--- src/core/ftd_pkg.sv ---
package ftd_pkg;
   // clock rate and derived cycle counts
   localparam int CLK_PERIOD_NS = 25;
   localparam int MS_NS         = 1000000;
   localparam int MS_CYC        = MS_NS / CLK_PERIOD_NS;
   localparam int WAKE_US       = 500;
   localparam int WAKE_CYC      = (WAKE_US * 1000 + CLK_PERIOD_NS - 1) / CLK_PERIOD_NS;
   // acquisition cadence, drift and max-on periods in ms ticks
   localparam int SLEEP_FAST_MS = 16;
   localparam int SLEEP_SLOW_MS = 64;
   localparam int DRIFT_NEG_MS  = 3000;
   localparam int DRIFT_POS_MS  = 1000;
   localparam int MAXON_MS      = 30000;
   // detection figures in counts
   localparam int SIG_W         = 12;
   localparam int BURST_MAX     = 2048;
   localparam int THR_ENTER     = 10;
   localparam int THR_EXIT      = 8;
   localparam int INTEG_LIMIT   = 5;
   localparam int CAL_ACQ       = 4;
   localparam int CAL_SHIFT     = 2;
   localparam int MIN_SIG       = 4;
   // charge-transfer pulse spacing and its spread
   localparam int CT_BASE_CYC   = 40;
   localparam int SPREAD_PERMIL = 75;
   localparam int CT_SPREAD_CYC = CT_BASE_CYC * SPREAD_PERMIL / 1000;
   // debug serial half period
   localparam int DBG_HALF_CYC  = 20;
   // acquisition sequencer states
   typedef enum logic [1:0] {ST_WAKE, ST_BURST, ST_EVAL, ST_SLEEP} ftd_state_e;
endpackage

--- src/core/ftd_spread.sv ---
`timescale 1ns/1ps
module ftd_spread #(
   parameter int BASE = ftd_pkg::CT_BASE_CYC,
   parameter int SPR  = ftd_pkg::CT_SPREAD_CYC
) (
   input  wire logic clk_sys,
   input  wire logic rst_b,
   input  wire logic run,
   output logic      ct
);
   localparam int CW = $clog2(BASE + SPR + 1);

   logic [CW-1:0]        cnt;
   logic signed [CW+1:0] ofs;
   logic                 up;

   // period swept as a triangle between base-spread and base+spread
   wire signed [CW+1:0] per_s  = (CW+2)'(BASE) + ofs;
   wire [CW-1:0]        period = CW'(per_s);
   wire                 last   = cnt == CW'(period - 1'h1);

   // pulse divider with a stepped period
   always_ff @(posedge clk_sys or negedge rst_b) begin
      if (!rst_b) begin
         cnt <= '0;
         ofs <= '0;
         up  <= 1'h1;
         ct  <= 1'h0;
      end else begin
         ct <= run && last;
         if (!run) begin
            cnt <= '0;
         end else if (last) begin
            cnt <= '0;
            ofs <= up ? ofs + (CW+2)'(1) : ofs - (CW+2)'(1);
            if (up && ofs >= (CW+2)'(SPR - 1)) up <= 1'h0;
            if (!up && ofs <= (CW+2)'(1 - SPR)) up <= 1'h1;
         end else begin
            cnt <= cnt + 1'h1;
         end
      end
   end
endmodule

--- src/core/ftd_chan.sv ---
`timescale 1ns/1ps
module ftd_chan #(
   parameter int SIG_W    = ftd_pkg::SIG_W,
   parameter int MAXON_MS = ftd_pkg::MAXON_MS
) (
   input  wire logic             clk_sys,
   input  wire logic             rst_b,
   input  wire logic             eval,
   input  wire logic             cal,
   input  wire logic             cal_last,
   input  wire logic [SIG_W-1:0] sig,
   input  wire logic             drift_neg,
   input  wire logic             drift_pos,
   input  wire logic             drift_hold,
   input  wire logic             ms_tick,
   output logic                  det,
   output logic                  en
);
   localparam int OW = $clog2(MAXON_MS + 1);

   logic [SIG_W-1:0] ref_lvl;
   logic [2:0]       integ;
   logic [SIG_W+1:0] cal_sum;
   logic [OW-1:0]    on_ms;

   // signed change of the signal below the reference
   wire signed [SIG_W:0] delta   = $signed({1'h0, ref_lvl}) - $signed({1'h0, sig});
   wire                  above   = delta >= (SIG_W+1)'(ftd_pkg::THR_ENTER);
   wire                  below   = delta < (SIG_W+1)'(ftd_pkg::THR_EXIT);
   wire                  timeout = det && ms_tick && on_ms == OW'(MAXON_MS - 1);
   wire [SIG_W+1:0]      cal_tot = cal_sum + (SIG_W+2)'(sig);
   wire                  measure = eval && !cal && en;
   wire                  drift   = measure && !drift_hold;

   // detection time counter, cleared whenever the key is out of detect
   always_ff @(posedge clk_sys or negedge rst_b) begin
      if (!rst_b) on_ms <= '0;
      else if (!det) on_ms <= '0;
      else if (ms_tick) on_ms <= on_ms + 1'h1;
   end

   // calibration, integrator, hysteresis and drift
   always_ff @(posedge clk_sys or negedge rst_b) begin
      if (!rst_b) begin
         ref_lvl <= '0;
         integ   <= '0;
         cal_sum <= '0;
         det     <= 1'h0;
         en      <= 1'h0;
      end else if (timeout) begin
         ref_lvl <= sig;
         det     <= 1'h0;
         integ   <= '0;
      end else if (eval && cal) begin
         cal_sum <= cal_last ? '0 : cal_tot;
         if (cal_last) begin
            ref_lvl <= SIG_W'(cal_tot >> ftd_pkg::CAL_SHIFT);
            en      <= sig >= SIG_W'(ftd_pkg::MIN_SIG);
         end
      end else if (measure) begin
         if (det) begin
            if (below) begin
               det   <= 1'h0;
               integ <= '0;
            end
         end else if (above) begin
            integ <= integ + 1'h1;
            if (integ == 3'(ftd_pkg::INTEG_LIMIT - 1)) det <= 1'h1;
         end else begin
            integ <= '0;
         end
         if (drift && drift_neg && sig < ref_lvl) ref_lvl <= ref_lvl - 1'h1;
         else if (drift && drift_pos && sig > ref_lvl) ref_lvl <= ref_lvl + 1'h1;
      end
   end
endmodule

--- src/core/ftd_touch.sv ---
`timescale 1ns/1ps
// Contract
// - a channel is above threshold when signal is 10 counts below reference
// - a key in detect releases only when the change falls below 8 counts or its 30 s max-on timeout ends
// - per-key integrator needs 5 consecutive above-threshold acquisitions to detect
// - a burst takes at most 2048 pulses; the pulse count is the signal
// - each channel keeps its own signal, reference, integrator and detect state
// - with suppression on, at most one key is reported at any time
// - with suppression off, any combination of keys may be in detect
// - suppression strap high enables suppression, low disables it
// - drift moves each reference slowly toward its raw signal
// - drift is held on all channels while any key is in detect
// - drift steps downward every 3 s and upward every 1 s
// - charge pulse spacing is spread by plus or minus 7.5 percent
// - a detect lasting 30 s recalibrates the key and clears it
// - a channel without sample capacitor is disabled and never reported
// - four open-drain outputs show each key's debounced touched state
// - in debug mode output zero is clock and output one is data
// - slow mode spaces bursts further apart than fast mode
// - an output is driven low while touched, released otherwise
// - speed strap high selects fast mode, low selects slow mode
// - sleep between acquisitions is 16 ms fast, 64 ms slow
// - after each wake the device waits 500 us before acquiring
module ftd_touch #(
   parameter int MS_CYC       = ftd_pkg::MS_CYC,
   parameter int WAKE_CYC     = ftd_pkg::WAKE_CYC,
   parameter int DRIFT_NEG_MS = ftd_pkg::DRIFT_NEG_MS,
   parameter int DRIFT_POS_MS = ftd_pkg::DRIFT_POS_MS,
   parameter int MAXON_MS     = ftd_pkg::MAXON_MS,
   parameter int SIG_W        = ftd_pkg::SIG_W
) (
   input  wire logic       clk_sys,
   input  wire logic       rst_b,
   input  wire logic       option_sense_suppress,
   input  wire logic       option_sense_speed,
   input  wire logic       debug_mode,
   input  wire logic [3:0] sense_trip,
   output logic            ct_pulse,
   output logic            burst_run,
   output logic            key_out_zero_oe_b,
   output logic            key_out_one_oe_b,
   output logic            key_out_two_oe_b,
   output logic            key_out_three_oe_b
);
   localparam int MW = $clog2(MS_CYC);
   localparam int WW = $clog2(WAKE_CYC);
   localparam int NW = $clog2(DRIFT_NEG_MS);
   localparam int PW = $clog2(DRIFT_POS_MS);
   localparam int DB = 4 * SIG_W;

   ftd_pkg::ftd_state_e st;

   logic [WW-1:0]    wait_cnt;
   logic [6:0]       sleep_ms;
   logic [SIG_W-1:0] pulse_cnt;
   logic [2:0]       cal_cnt;
   logic             strap_done;
   logic             adjacent_suppression;
   logic             fast;
   logic [MW-1:0]    ms_cnt;
   logic             ms_tick;
   logic [NW-1:0]    neg_ms;
   logic [PW-1:0]    pos_ms;
   logic             neg_p;
   logic             pos_p;
   logic [3:0]       trip;
   logic [3:0]       det;
   logic [3:0]       en;
   logic [3:0]       rep;
   logic [3:0]       oe_b;
   logic [SIG_W-1:0] sig_r [4];
   logic [DB-1:0]    dbg_sh;
   logic [5:0]       dbg_left;
   logic [4:0]       dbg_div;
   logic             dbg_clk;
   logic             ct_en;

   // sequencer decode
   wire       in_cal       = cal_cnt < 3'(ftd_pkg::CAL_ACQ);
   wire       cal_last     = cal_cnt == 3'(ftd_pkg::CAL_ACQ - 1);
   wire [6:0] sleep_target = fast ? 7'(ftd_pkg::SLEEP_FAST_MS)
                                  : 7'(ftd_pkg::SLEEP_SLOW_MS);
   wire       wake_done    = st == ftd_pkg::ST_WAKE && wait_cnt == WW'(WAKE_CYC - 1);
   wire       burst_done   = st == ftd_pkg::ST_BURST && &trip;
   wire       sleep_done   = st == ftd_pkg::ST_SLEEP && ms_tick
                             && sleep_ms == sleep_target - 7'h01;
   wire       eval         = st == ftd_pkg::ST_EVAL;
   wire       burst_start  = wake_done || (eval && in_cal);
   wire       meas_eval    = eval && !in_cal;
   wire       burst_full   = pulse_cnt == SIG_W'(ftd_pkg::BURST_MAX);
   wire       any_det      = |det;

   // report selection: keep the owner key, else the lowest detecting key
   wire [3:0] keep_det = rep & det;
   wire [3:0] low_det  = det & (~det + 4'h1);
   wire [3:0] next_rep = !adjacent_suppression ? det : (|keep_det) ? keep_det : low_det;

   // drift tick and debug divider decode
   wire neg_hit  = ms_tick && neg_ms == NW'(DRIFT_NEG_MS - 1);
   wire pos_hit  = ms_tick && pos_ms == PW'(DRIFT_POS_MS - 1);
   wire dbg_half = dbg_div == 5'(ftd_pkg::DBG_HALF_CYC - 1);
   wire dbg_load = meas_eval && debug_mode;

   // output pins
   assign key_out_zero_oe_b  = oe_b[0];
   assign key_out_one_oe_b   = oe_b[1];
   assign key_out_two_oe_b   = oe_b[2];
   assign key_out_three_oe_b = oe_b[3];

   // option straps caught once after reset release
   always_ff @(posedge clk_sys or negedge rst_b) begin
      if (!rst_b) begin
         strap_done <= 1'h0;
         adjacent_suppression        <= 1'h0;
         fast       <= 1'h0;
      end else if (!strap_done) begin
         strap_done <= 1'h1;
         adjacent_suppression        <= option_sense_suppress;
         fast       <= option_sense_speed;
      end
   end

   // millisecond tick, restarted at each evaluation so sleep is exact
   always_ff @(posedge clk_sys or negedge rst_b) begin
      if (!rst_b) begin
         ms_cnt  <= '0;
         ms_tick <= 1'h0;
      end else begin
         ms_tick <= !eval && ms_cnt == MW'(MS_CYC - 1); // no stray tick into sleep
         if (eval || ms_cnt == MW'(MS_CYC - 1)) ms_cnt <= '0;
         else ms_cnt <= ms_cnt + 1'h1;
      end
   end

   // acquisition sequencer: wake wait, burst, evaluate, sleep
   always_ff @(posedge clk_sys or negedge rst_b) begin
      if (!rst_b) begin
         st       <= ftd_pkg::ST_WAKE;
         wait_cnt <= '0;
         sleep_ms <= '0;
         cal_cnt  <= '0;
      end else begin
         unique case (st)
            ftd_pkg::ST_WAKE: begin
               wait_cnt <= wake_done ? '0 : wait_cnt + 1'h1;
               if (wake_done) st <= ftd_pkg::ST_BURST;
            end
            ftd_pkg::ST_BURST: begin
               if (burst_done) st <= ftd_pkg::ST_EVAL;
            end
            ftd_pkg::ST_EVAL: begin
               st <= in_cal ? ftd_pkg::ST_BURST : ftd_pkg::ST_SLEEP;
               if (in_cal) cal_cnt <= cal_cnt + 1'h1;
            end
            ftd_pkg::ST_SLEEP: begin
               if (ms_tick) sleep_ms <= sleep_done ? '0 : sleep_ms + 1'h1;
               if (sleep_done) st <= ftd_pkg::ST_WAKE;
            end
         endcase
      end
   end

   // pulse counter of the running burst, capped at the longest burst
   always_ff @(posedge clk_sys or negedge rst_b) begin
      if (!rst_b) pulse_cnt <= '0;
      else if (burst_start) pulse_cnt <= '0;
      else if (st == ftd_pkg::ST_BURST && ct_en && !burst_full)
         pulse_cnt <= pulse_cnt + 1'h1;
   end

   // charge pulse timing with spread spacing
   ftd_spread u_spread (
      .clk_sys (clk_sys),
      .rst_b   (rst_b),
      .run     (st == ftd_pkg::ST_BURST),
      .ct      (ct_en)
   );

   // front-end strobes
   always_ff @(posedge clk_sys or negedge rst_b) begin
      if (!rst_b) begin
         ct_pulse  <= 1'h0;
         burst_run <= 1'h0;
      end else begin
         ct_pulse  <= ct_en;
         burst_run <= st == ftd_pkg::ST_BURST;
      end
   end

   // per-channel signal capture and detection
   for (genvar i = 0; i < 4; i++) begin : g_ch
      logic             t;
      logic [SIG_W-1:0] s;

      // signal is the pulse count at the trip, or the cap if none
      always_ff @(posedge clk_sys or negedge rst_b) begin
         if (!rst_b) begin
            t <= 1'h0;
            s <= '0;
         end else if (burst_start) begin
            t <= 1'h0;
         end else if (st == ftd_pkg::ST_BURST && !t && (sense_trip[i] || burst_full)) begin
            t <= 1'h1;
            s <= pulse_cnt;
         end
      end

      assign trip[i]  = t;
      assign sig_r[i] = s;

      ftd_chan #(
         .SIG_W    (SIG_W),
         .MAXON_MS (MAXON_MS)
      ) u_chan (
         .clk_sys    (clk_sys),
         .rst_b      (rst_b),
         .eval       (eval),
         .cal        (in_cal),
         .cal_last   (cal_last),
         .sig        (s),
         .drift_neg  (neg_p),
         .drift_pos  (pos_p),
         .drift_hold (any_det),
         .ms_tick    (ms_tick),
         .det        (det[i]),
         .en         (en[i])
      );
   end

   // drift period timers; a pending step is held until the next evaluation
   always_ff @(posedge clk_sys or negedge rst_b) begin
      if (!rst_b) begin
         neg_ms <= '0;
         pos_ms <= '0;
         neg_p  <= 1'h0;
         pos_p  <= 1'h0;
      end else begin
         if (neg_hit) neg_ms <= '0;
         else if (ms_tick) neg_ms <= neg_ms + 1'h1;
         if (pos_hit) pos_ms <= '0;
         else if (ms_tick) pos_ms <= pos_ms + 1'h1;
         neg_p <= neg_hit || (neg_p && !meas_eval);
         pos_p <= pos_hit || (pos_p && !meas_eval);
      end
   end

   // debug serialiser: four signals, msb first, data moves on clock rise
   always_ff @(posedge clk_sys or negedge rst_b) begin
      if (!rst_b) begin
         dbg_sh   <= '0;
         dbg_left <= '0;
         dbg_div  <= '0;
         dbg_clk  <= 1'h1;
      end else if (dbg_load) begin
         dbg_sh   <= {sig_r[3], sig_r[2], sig_r[1], sig_r[0]};
         dbg_left <= 6'(DB);
         dbg_div  <= '0;
         dbg_clk  <= 1'h1;
      end else if (dbg_left != 6'h00) begin
         dbg_div <= dbg_half ? '0 : dbg_div + 1'h1;
         if (dbg_half) begin
            dbg_clk <= !dbg_clk;
            if (!dbg_clk) begin
               dbg_sh   <= dbg_sh << 1;
               dbg_left <= dbg_left - 1'h1;
            end
         end
      end
   end

   // reported keys and open-drain enables, low enable pulls the pin low
   always_ff @(posedge clk_sys or negedge rst_b) begin
      if (!rst_b) begin
         rep  <= '0;
         oe_b <= 4'hf;
      end else begin
         rep <= next_rep;
         if (debug_mode) oe_b <= {2'h3, dbg_sh[DB-1], dbg_clk};
         else oe_b <= ~rep;
      end
   end
endmodule

--- config.mk ---
export PLATFORM = sky130hd
export DESIGN_NAME = ftd_touch
export DESIGN_NICKNAME = d
export VERILOG_FILES = /design/src/core/ftd_pkg.sv /design/src/core/ftd_spread.sv /design/src/core/ftd_chan.sv /design/src/core/ftd_touch.sv
export SDC_FILE = /design/constraint.sdc
export NUM_CORES = 1
export LEC_CHECK = 0
export ABC_AREA = 1
export BUFFER_PORTS_ARGS = -buffer_cell sky130_fd_sc_hd__buf_2
export CAP_MARGIN = 25
export CORE_MARGIN = 1
export CORE_UTILIZATION = 50
export CTS_CLUSTER_DIAMETER = 100
export CTS_CLUSTER_SIZE = 20
export DETAILED_ROUTE_END_ITERATION = 12
export GPL_TIMING_DRIVEN = 0
export PLACE_DENSITY = 0.68
export SYNTH_ARGS = -nofsm -noshare
export SYNTH_HDL_FRONTEND = slang
export SYNTH_SLANG_ARGS = --single-unit
--- constraint.sdc ---
create_clock -name clk_sys -period 3.5 [get_ports clk_sys]
set_input_delay 1.05 -clock clk_sys [delete_from_list [all_inputs] [get_ports clk_sys]]
set_output_delay 1.05 -clock clk_sys [all_outputs]
set_load 0.01 [all_outputs]
Yosys cells after proc, flatten, opt, wreduce, memory -nomap -nowiden --
Index checks and enable logic that the tools add are counted.
Word-level totals: flip-flop bits (word level) 405, input port bits 9
Operators by class: reduce and logical (&&, ||, !) cells 134, add/subtract/negate cells 40, magnitude comparators 23, eq/ne operators 40, bitwise gates (word level) 9, multiplexer cells 133
Operator list (count):
- 2-to-1 mux 12 bit | 28
- 2-to-1 mux 48 bit | 4
- 2-to-1 mux 15 bit | 9
- adder 15 x 1 -> 15 bit, second input constant | 5
- == test 15 bit, second input constant | 5
- adder 12 x 1 -> 12 bit, second input constant | 6
- 2-to-1 mux 3 bit | 24
- logical AND 1 bit | 57
- adder 14 x 12 -> 14 bit | 4
- 2-to-1 mux 14 bit | 4
- greater-or-equal comparator 13 x 5 -> 1 bit, second input constant | 4
- less-than comparator 13 x 5 -> 1 bit, second input constant | 4
- subtractor 12 x 12 -> 13 bit | 4
- greater-or-equal comparator 12 x 3 -> 1 bit, second input constant | 4
- greater-than comparator 12 bit | 4
- less-than comparator 12 bit | 4
- subtractor 12 x 1 -> 12 bit, second input constant | 4
- AND reduction 3 bit | 15
- 2-to-1 mux 1 bit | 41
- 2-to-1 mux 6 bit | 6
- AND reduction 2 bit | 16
- nonzero test 2 bit | 14
- == test 12 bit, second input constant | 2
- 2-to-1 mux 10 bit | 2
- other kinds (46) | 109

Depth between registers and ports, before layout --
Gate-level depths: netlist of run 1.
word-level depth 12, depth in mapped cells 25, mapped depth without buffers 25

By module --
Synthesis of run 1 repeated with hierarchy kept, for this count alone.
Second synthesis, totals: cells, all modules 3952, area, all modules 28473.6 µm²
Modules (own cells, without submodules):
- ftd_chan (g_ch[0].u_chan ...) | cells an instance 632, instances 3, area each 4304.1 µm²
- ftd_touch | cells an instance 1235, instances 1, area each 9851.9 µm²
- ftd_chan (g_ch[1].u_chan) | cells an instance 633, instances 1, area each 4418.0 µm²
- ftd_spread | cells an instance 188, instances 1, area each 1291.2 µm²

Worst setup path before layout of run 1 --
OpenSTA, ideal clock, no wires.
path kind register to register, start point register g_ch[1].s[8], end point register g_ch[1].u_chan.ref_lvl[8], stages on the path, launching flop included 21, arrival 3064 ps, path slack 319 ps, clock period less this slack 3181 ps, buffers on the path 0, library setup time 116 ps, path through dfrtp_1 -> inv_1 -> ha_1 -> nand2_1 -> inv_1 -> a21oi_1 -> nor2_1 -> nor3_1 -> nand2_1 -> nand2_1 -> inv_1 -> ha_1 -> a21oi_1 -> o21ai_0 -> a21oi_1 -> o21bai_1 -> or2_2 -> nand3_1 -> nand3_1 -> nand2_1 -> nand2_1
On the way: cells in the longest elaborated chain, start to end 6
Ends and longest elaborated chain:
- start: declaration | line ftd_touch.sv:193 | logic [SIG_W-1:0] s;
- start signal: assignment | line ftd_touch.sv:204 | s <= pulse_cnt;
- less-than comparator 12 bit | line ftd_chan.sv:72 | if (drift && drift_neg && sig < ref_lvl) ref_lvl <= ref_lvl - 1'h1;
- logical AND 1 bit | line ftd_chan.sv:72
- 2-to-1 mux 12 bit | line ftd_chan.sv:72
- 2-to-1 mux 12 bit | line ftd_chan.sv:60 | end else if (measure) begin
- 2-to-1 mux 12 bit | line ftd_chan.sv:54 | end else if (eval && cal) begin
- 2-to-1 mux 12 bit | line ftd_chan.sv:50 | end else if (timeout) begin
- end signal: assignment | line ftd_chan.sv:51 | ref_lvl <= sig;
- end signal: assignment | line ftd_chan.sv:72
- end signal: assignment | line ftd_chan.sv:73 | else if (drift && drift_pos && sig > ref_lvl) ref_lvl <= ref_lvl + 1'h1;
- end: declaration | line ftd_chan.sv:21 | logic [SIG_W-1:0] ref_lvl;
Several ways; a longest one is shown, not always the timed one. The select of a mux whose other input is x is not followed. A chain may end at the register's enable or synchronous reset.

Final worst setup path of run 1 --
start point register g_ch[3].s[6], end point register g_ch[3].u_chan.ref_lvl[11]
On the way: cells in the longest elaborated chain, start to end 6
Ends and longest elaborated chain (line):
- start: declaration | ftd_touch.sv:193
- start signal: assignment | ftd_touch.sv:204
- less-than comparator 12 bit | ftd_chan.sv:72
- logical AND 1 bit | ftd_chan.sv:72
- 2-to-1 mux 12 bit | ftd_chan.sv:72
- 2-to-1 mux 12 bit | ftd_chan.sv:60
- 2-to-1 mux 12 bit | ftd_chan.sv:54
- 2-to-1 mux 12 bit | ftd_chan.sv:50
- end signal: assignment | ftd_chan.sv:51
- end signal: assignment | ftd_chan.sv:72
- end signal: assignment | ftd_chan.sv:73
- end: declaration | ftd_chan.sv:21
Several ways; a longest one is shown, not always the timed one. The select of a mux whose other input is x is not followed.

==> results.json, run 1 <==
{
  "regArea_um2": 10200,
  "use_met1_pct": 38.3,
  "synthArstFlopShare_pct": 100,
  "num_rows": 84,
  "grt_pass1_wl_mm": 118,
  "wl_per_cell_um": 16.4,
  "fin_crit_ns": 3.35,
  "dieArea_um2": 54300,
  "dpl_cell_area_um2": 27800,
  "viasPerCell": 5.51,
  "cts_tree": "built",
  "num_vias": 24381,
  "power.density_nw_per_um2": 312,
  "rr_startpoint": "g_ch[3].s[6]$_DFFE_PN0P_",
  "cts.sinks": 405,
  "arrival_ns": 3.84,
  "max_freq_ghz": 0.299,
  "grt_pass1_vias": 22800,
  "synth_area_um2": 26700,
  "nets": 3916,
  "grtUsageMet3_pct": 3.77,
  "grt_max_degree": 96,
  "drc": 0,
  "fin_util_pct": 56.3,
  "crit_chain": "inv_4 > ha_2 > nand2_1 > nand2_1 > a21oi_4 > inv_1 > a21oi_4 > nand2_1 > nand2_2 > inv_6 > ha_1 > inv_1 > nor3_1 > nand3_1 > nand3_1 > nand3_1 > nand3_1 > nand2_1 > nor2_1 > nor2_1",
  "slowest_delay_ns": 0.45,
  "setup_viol": 0,
  "cts_root_buffer": "clkbuf_16",
  "final.fill_count": 5028,
  "fin_area_um2": 29700,
  "layout_common_cells": "921 x nand2_1, 448 x inv_1, 372 x dfrtp_1",
  "endpoint": "g_ch[3].u_chan.ref_lvl[11]$_DFFE_PN0P_",
  "timing.final.crit_share_pct": 95.7,
  "place_inst": 4342,
  "synth_fp_nets": 3826,
  "drive_gt1_share_pct": 9.50,
  "setup.worst_path.start": "g_ch[3].s[6]$_DFFE_PN0P_",
  "synth_flop_cell": "dfrtp_1",
  "wl_mm": 72.8,
  "multi_input_comb_area_um2": 15100,
  "start_kind": "flop",
  "clock_skew_ns": 0.0264,
  "hold_path.class": "input pin to asynchronous set/reset pin",
  "leakage_nw": 14.4,
  "p_sw_mw": 2.39,
  "drt_iter0_markers": 1921,
  "drv_slew": 0,
  "layoutNonFillerInstCount": 4426,
  "rsz0062_at_grt": "yes",
  "grt_use_total_pct": 27.0,
  "critPathCaptureType": "flop",
  "gp_congestion": 0.956,
  "insertion_delay_ns": 0.61,
  "cts.clk_slew.worst_paths_ns": 0.08,
  "start_util_pct": 50.7,
  "met2_usage_pct": 42.7,
  "slowest_stage": "dfrtp_2",
  "pwr-share-comb_pct": 7.9,
  "synth.area.top_cells": "dfrtp_1 37%, nand2_1 13%, ha_1 7.9%",
  "p_int_mw": 6.87,
  "seqPwrFrac_pct": 56.7,
  "cts_max_level": 1,
  "cts_max_path_buffers": 3,
  "overflow": 0,
  "crit_required_ns": 3.99,
  "areaGrowthSynthToFinish_pct": 11.0,
  "r2r-end": "g_ch[3].u_chan.ref_lvl[11]$_DFFE_PN0P_",
  "path_class": "flop to flop",
  "cap_violations": 0,
  "yosys_warnings": 0,
  "clockPowerShare_pct": 35.4,
  "p_total_mw": 9.26,
  "rr_worst_depth": 20,
  "numPortBuffers": 14,
  "slew_headroom_pct": 34.2,
  "crit_fanout": 10,
  "switching_share_pct": 25.8,
  "run_status": "finished clean",
  "hold_violations": 0,
  "ys_types": 62,
  "core_area_um2": 52700,
  "irDropWorstVdd_uv": 402,
  "synth_largest_area_cell": "dfrtp_1",
  "drtAntennaViolNets": 0,
  "antenna_cells": 0,
  "dp_hpwl_mm": 53.9,
  "seq_area_frac_synth_pct": 38.0,
  "tightest_slew_ns": 0.983,
  "synth_edf_count": 0,
  "r2r_slack_ns": 0.15,
  "grt.busiest_layer": "met2",
  "final_common_cell": "nand2_1",
  "cts_buffers": 26,
  "fp.dieH_um": 233,
  "syn_inst": 3636,
  "synth_area_per_cell_um2": 7.35,
  "dr.pass1.iters": 6,
  "ioPinCount": 15,
  "holdBufCountCts": 0,
  "yosysTopAreaCellShare_pct": 37.4,
  "die_x_um": 233,
  "synth_seq_cells": 405,
  "grt_antenna_before_repair": 0
}
## per-layer routing
metal  share of wire [%]  vias to the layer above
met5                   0                        -
met4                 3.4                        0
li1                    -                    12263
met2                  44                      557
met1                  47                    11440
met3                 5.7                      121
## power groups by stage
stage,combinational [mW],sequential (mW),clock (mW)
final,0.729,5.25,3.28
after global placement,0.687,5.34,0
after global routing,0.864,5.30,3.52
after detailed placement,0.742,5.33,0
after floorplan,0.501,5.28,0
after CTS,0.736,5.25,3.36
## sequential cells by signal (all words and copies together), names as in the netlist, 5 cells and up
| name | count |
|---|---|
| g_ch.u_chan.on_ms | 60 |
| dbg_sh | 48 |
| dbg_div | 5 |
| pos_ms | 10 |
| neg_ms | 12 |
| sleep_ms | 7 |
| g_ch.u_chan.cal_sum | 56 |
| g_ch.u_chan.integ | 12 |
| dbg_left | 6 |
| u_spread.cnt | 6 |
| u_spread.ofs | 8 |
| pulse_cnt | 12 |
| g_ch.u_chan.ref_lvl | 48 |
| ms_cnt | 16 |
| g_ch.s | 48 |
| wait_cnt | 15 |
## per-stage QoR
stage	setup WS [ns]	setup TNS (ns)	hold slack (ns)
global placement	-6.91	-2765.10	0.433
floorplan	0.319	0	0.354
detailed placement	-0.717	-15.83	0.435
finish	0.152	0	0.434
CTS	0.000387	0	0.447
global route	-0.0343	-0.167	0.463
## synthesized netlist by cell type, types with 3 or more instances
cell      number
nand4_1       82
nor2_2        12
o211ai_1       8
nor2_1       260
o21ai_1        6
nand2_1      932
buf_1          4
clkinv_1       5
xor2_1        52
nand3b_1      11
nand3_1      246
a22o_1        17
a21o_1        10
or2_2         19
nor3_1        82
o21bai_1      16
nor3_2         9
buf_4          4
ha_1         168
xnor2_1       39
dfstp_2        6
inv_2         15
clkbuf_1      36
buf_2         18
a21boi_0       8
a221oi_1       4
nor3b_1        7
nor4_1        21
a31oi_1       29
o221ai_1       8
a21oi_1      194
nor3_4         3
a32o_1         3
and2_1         5
dfrtp_1      399
nand2_2        3
fa_1          13
o22ai_1       25
inv_1        473
o31ai_1       14
o21ai_0      342
## worst min-delay path by stage
stage	start	to	cells past startpoint
after floorplan	u_spread.ct$_DFF_PN0_	ct_pulse$_DFF_PN0_	0
after global placement	rep[3]$_DFF_PN0_	oe_b[3]$_DFF_PN1_	1
after detailed placement	rep[3]$_DFF_PN0_	oe_b[3]$_DFF_PN1_	1
after CTS	rep[3]$_DFF_PN0_	oe_b[3]$_DFF_PN1_	1
after global routing	rep[3]$_DFF_PN0_	oe_b[3]$_DFF_PN1_	1
final	rst_b	g_ch[0].u_chan.on_ms[8]$_DFFE_PN0P_	1
## worst max-delay path: cells and delay by family, from the launching register on
| family | cells | cell delay [ns] |
|---|---|---|
| AND/OR/NAND/NOR | 12 | 1.39 |
| adder cells (fa/ha/maj) | 2 | 0.66 |
| flip-flops | 1 | 0.45 |
| buffers and inverters | 4 | 0.37 |
| AO/OA/AOI/OAI | 2 | 0.35 |
## final cells by class
cell class,count,area share (%)
tap,688,2.90
multi-input combinational,2674,51.0
clock buffer,32,2.27
clock inverter,8,0.443
buffer,63,0.949
timing repair buffer,61,1.74
timing repair inverter,1,0.0211
sequential,405,34.3
inverter,494,6.38
## cell families (layout without fill, tap and decap cells)
group / after synthesis / in the layout / share of synthesized area [%]
other: 1 / 1 / 0.0140
XOR/XNOR: 91 / 91 / 2.98
AND/OR/NAND/NOR: 1701 / 1701 / 27.6
flip-flops: 405 / 405 / 38.0
multiplexers: 2 / 2 / 0.0843
AO/OA/AOI/OAI: 698 / 698 / 14.5
buffers and inverters: 557 / 659 / 8.01
adder cells (fa/ha/maj): 181 / 181 / 8.85
## what timing repair did
item                       CTS  global route
pin swaps                    1            16
cloned                       0             1
hold endpoints to repair     0             0
setup buffers               14            28
resized for setup           64           138
setup endpoints to repair   39            28
Power figures use the tool's default switching activity.
==> inputs of run 2 (changes only) <==
Settings changed: ABC_AREA 1 to default, GPL_ROUTABILITY_DRIVEN from default to 0, SLEW_MARGIN from default to 10.
==> run 2 against run 1 <==
  * The flow now finishes with violations (negative setup slack)
  * Clock-buffer cell count grew 9
  * Global-route usage grew 0.95 points
  * Synthesized cell count decreased by 20%
  * Synthesized area is 3.7% lower
  * Cell area is 2.3% higher
  * Register-to-register slack worse by 1.2 ns
  * First-iteration DRC count up 14%
  * Non-clock buffer count up 167
  * Setup slack worse by 1.2 ns
  * Cell count is 14% lower
  * Total power shrank 14%
  * Highest routed layer unchanged
==> results.json, run 2 <==
{
  "ioPinCount": 15,
  "insertion_delay_ns": 0.58,
  "grt_use_total_pct": 28.0,
  "grt_pass1_wl_mm": 118,
  "fin_crit_ns": 4.50,
  "cts_root_buffer": "clkbuf_16",
  "fin_util_pct": 60.1,
  "synth_area_um2": 25700,
  "die_x_um": 229,
  "arrival_ns": 5.02,
  "synth_compound_area_share_pct": 18.0,
  "rr_worst_depth": 19,
  "crit_top_cell": "o41a_1",
  "rsz0062_at_grt": "yes",
  "drt_iter0_markers": 2181,
  "largestRegisters": "g_ch.u_chan.on_ms x60, g_ch.u_chan.cal_sum x56",
  "synth_fp_nets": 3094,
  "synth_area_per_cell_um2": 8.85,
  "r2r-end": "g_ch[0].u_chan.ref_lvl[11]$_DFFE_PN0P_",
  "synth_seq_cells": 405,
  "grt_pass1_vias": 22457,
  "grt_max_degree": 112,
  "cap_violations": 0,
  "synthArstFlopShare_pct": 100,
  "p_total_mw": 7.92,
  "synth_largest_area_cell": "dfrtp_1",
  "seq_area_frac_synth_pct": 39.4,
  "violations": "negative setup slack",
  "ys_top_cells_by_count": "399 x dfrtp_1, 334 x nand2_1, 268 x o21ai_0, 264 x nor2_1, 183 x a21oi_1",
  "slew_headroom_pct": 19.1,
  "timing.final.crit_share_pct": 129,
  "synth_edf_count": 0,
  "cts_buffers": 24,
  "fp.dieH_um": 229,
  "r2r_slack_ns": -1.00,
  "worst-path-buf-inv": 3,
  "antenna_cells": 0,
  "core_area_um2": 50500,
  "crit_fanout": 4,
  "path_class": "flop to flop",
  "place_inst": 3595,
  "power.density_nw_per_um2": 261,
  "cts.clk_slew.worst_paths_ns": 0.09,
  "synth.area.top_cells": "dfrtp_1 39%, ha_1 8.2%, o21ai_0 5.2%",
  "top_register": "g_ch.u_chan.on_ms",
  "setup_viol": 36,
  "critPathCaptureType": "flop",
  "layoutNonFillerInstCount": 3804,
  "nets": 3305,
  "cts_max_level": 1,
  "muxShareOfSynthArea_pct": 2.73,
  "synth_most_common_cell": "dfrtp_1",
  "areaGrowthSynthToFinish_pct": 18.0,
  "layout_common_cells": "376 x dfrtp_1, 332 x nand2_1, 250 x nor2_1",
  "yosysTopAreaCellShare_pct": 38.8,
  "num_vias": 23261,
  "irDropWorstVdd_uv": 308,
  "drtAntennaViolNets": 0,
  "start_util_pct": 50.9,
  "grt_antenna_before_repair": 0,
  "crit_required_ns": 4.01,
  "max_freq_ghz": 0.222,
  "pre_cts_slack_ns": -1.44,
  "hold_path.class": "input pin to asynchronous set/reset pin",
  "slowest_stage": "dfrtp_1",
  "synthSimpleGateAreaFrac_pct": 19.4,
  "synth_top_family_by_area": "simple AND/OR/NAND/NOR gates",
  "synth_flop_cell": "dfrtp_1",
  "dieArea_um2": 52300,
  "drive_gt1_share_pct": 17.2,
  "slowest_delay_ns": 0.42,
  "synth_xor_area_share_pct": 7.39,
  "ys_types": 95,
  "drv_slew": 0,
  "drc": 0,
  "crit_family": "compound AO/OA/AOI/OAI gates",
  "timing.final.ws_setup_ns": -1.00,
  "leakage_nw": 13.3,
  "viasPerCell": 6.11,
  "dr.pass1.iters": 7,
  "overflow": 0,
  "start_kind": "flop",
  "yosys_warnings": 0,
  "cts_tree": "built",
  "largest_register_ffs": 60,
  "clock_skew_ns": 0.0240,
  "hold_violations": 0,
  "cts_max_path_buffers": 3,
  "tightest_slew_ns": 1.21,
  "crit_chain": "inv_4 > ha_4 > nor2b_4 > o31a_1 > o41a_1 > a21o_1 > o21ai_4 > inv_4 > ha_4 > a211oi_2 > nor2_2 > o41a_1 > a41o_1 > o41a_1 > buf_4 > a21oi_1 > o31ai_1 > a211o_1 > o21ai_2",
  "final_common_cell": "dfrtp_1",
  "rr_startpoint": "g_ch[0].s[1]$_DFFE_PN0P_",
  "tns_ns": -10.83,
  "synthAdderAreaFrac_pct": 9.19,
  "cts.sinks": 405,
  "dp_hpwl_mm": 51.8,
  "numPortBuffers": 14,
  "syn_inst": 2904,
  "run_status": "finished, violations left",
  "wl_mm": 75.9,
  "num_rows": 82,
  "wl_per_cell_um": 19.9
}
==> run 2: changes by cell type in the layout (fill, tap and decap cells not counted), moves of 41 or more <==
cell,before,now
nand2_1,921,332
inv_1,448,109
nand3_1,242,65
buf_4,46,155
o21ai_0,332,224
xnor2_1,39,117
clkbuf_1,42,92
and2_1,5,52
xor2_1,52,94
mux2i_1,0,41
==> run 2: worst max path at each step <==
stage,from,to,cells after the start
6_report,g_ch[0].s[1]$_DFFE_PN0P_,g_ch[0].u_chan.ref_lvl[11]$_DFFE_PN0P_,19
5_1_grt,g_ch[0].s[1]$_DFFE_PN0P_,g_ch[0].u_chan.ref_lvl[11]$_DFFE_PN0P_,19
4_1_cts,g_ch[0].s[1]$_DFFE_PN0P_,g_ch[0].u_chan.ref_lvl[11]$_DFFE_PN0P_,18
3_5_place_dp,g_ch[0].u_chan.det$_DFFE_PN0P_,g_ch[2].u_chan.ref_lvl[9]$_DFFE_PN0P_,14
3_3_place_gp,rst_b,g_ch[0].u_chan.ref_lvl[1]$_DFFE_PN0P_,1
2_1_floorplan,g_ch[0].s[1]$_DFFE_PN0P_,g_ch[0].u_chan.ref_lvl[11]$_DFFE_PN0P_,18
==> run 2: through the flow <==
step | area [um2] | hold slack [ns]
2_1_floorplan | 26000 | 0.354
3_3_place_gp | 26900 | 0.415
3_5_place_dp | 27000 | 0.420
4_1_cts | 29400 | 0.365
5_1_grt | 30300 | 0.376
6_report | 30300 | 0.362
==> run 2: metal layers <==
metal  routed length (um)  vias up  part of all wire [%]  global-route usage [%]
met5                    0        -                     0                       0
met4                 3410        0                   4.5                    9.73
met3                 5650      254                   7.5                    3.78
met2                35000      996                    46                    46.1
met1                31800    11328                    42                    37.7
li1                     -    10683                     -                       -
==> run 2: power breakdown <==
part           switching, mW  internal (mW)
logic                  0.162         0.0661
clock network           1.64           1.35
registers             0.0132           4.69
==> run 2: logic make-up (layout without fill, tap and decap cells) <==
group | after synthesis | count (layout)
AND/OR/NAND/NOR | 1036 | 1036
other | 1 | 1
adder cells (fa/ha/maj) | 181 | 181
flip-flops | 405 | 405
AO/OA/AOI/OAI | 744 | 744
XOR/XNOR | 217 | 217
multiplexers | 67 | 67
buffers and inverters | 253 | 481
==> run 2: layout make-up <==
class / count / area, um2
Clock inverter: 2 / 18.8
Buffer: 98 / 435
Fill cell: 4239 / 20100
Inverter: 147 / 587
Clock buffer: 41 / 686
Multi-Input combinational cell: 2246 / 16000
Tap cell: 672 / 841
Timing Repair Buffer: 193 / 1610
Sequential cell: 405 / 10200
==> run 2: repair_timing <==
action | CTS | global route
hold buffers | 0 | 0
pin swaps | 70 | 75
buffers inserted | 125 | 57
gates resized for setup | 183 | 136
gates cloned | 2 | 0
setup endpoints to repair | 51 | 69
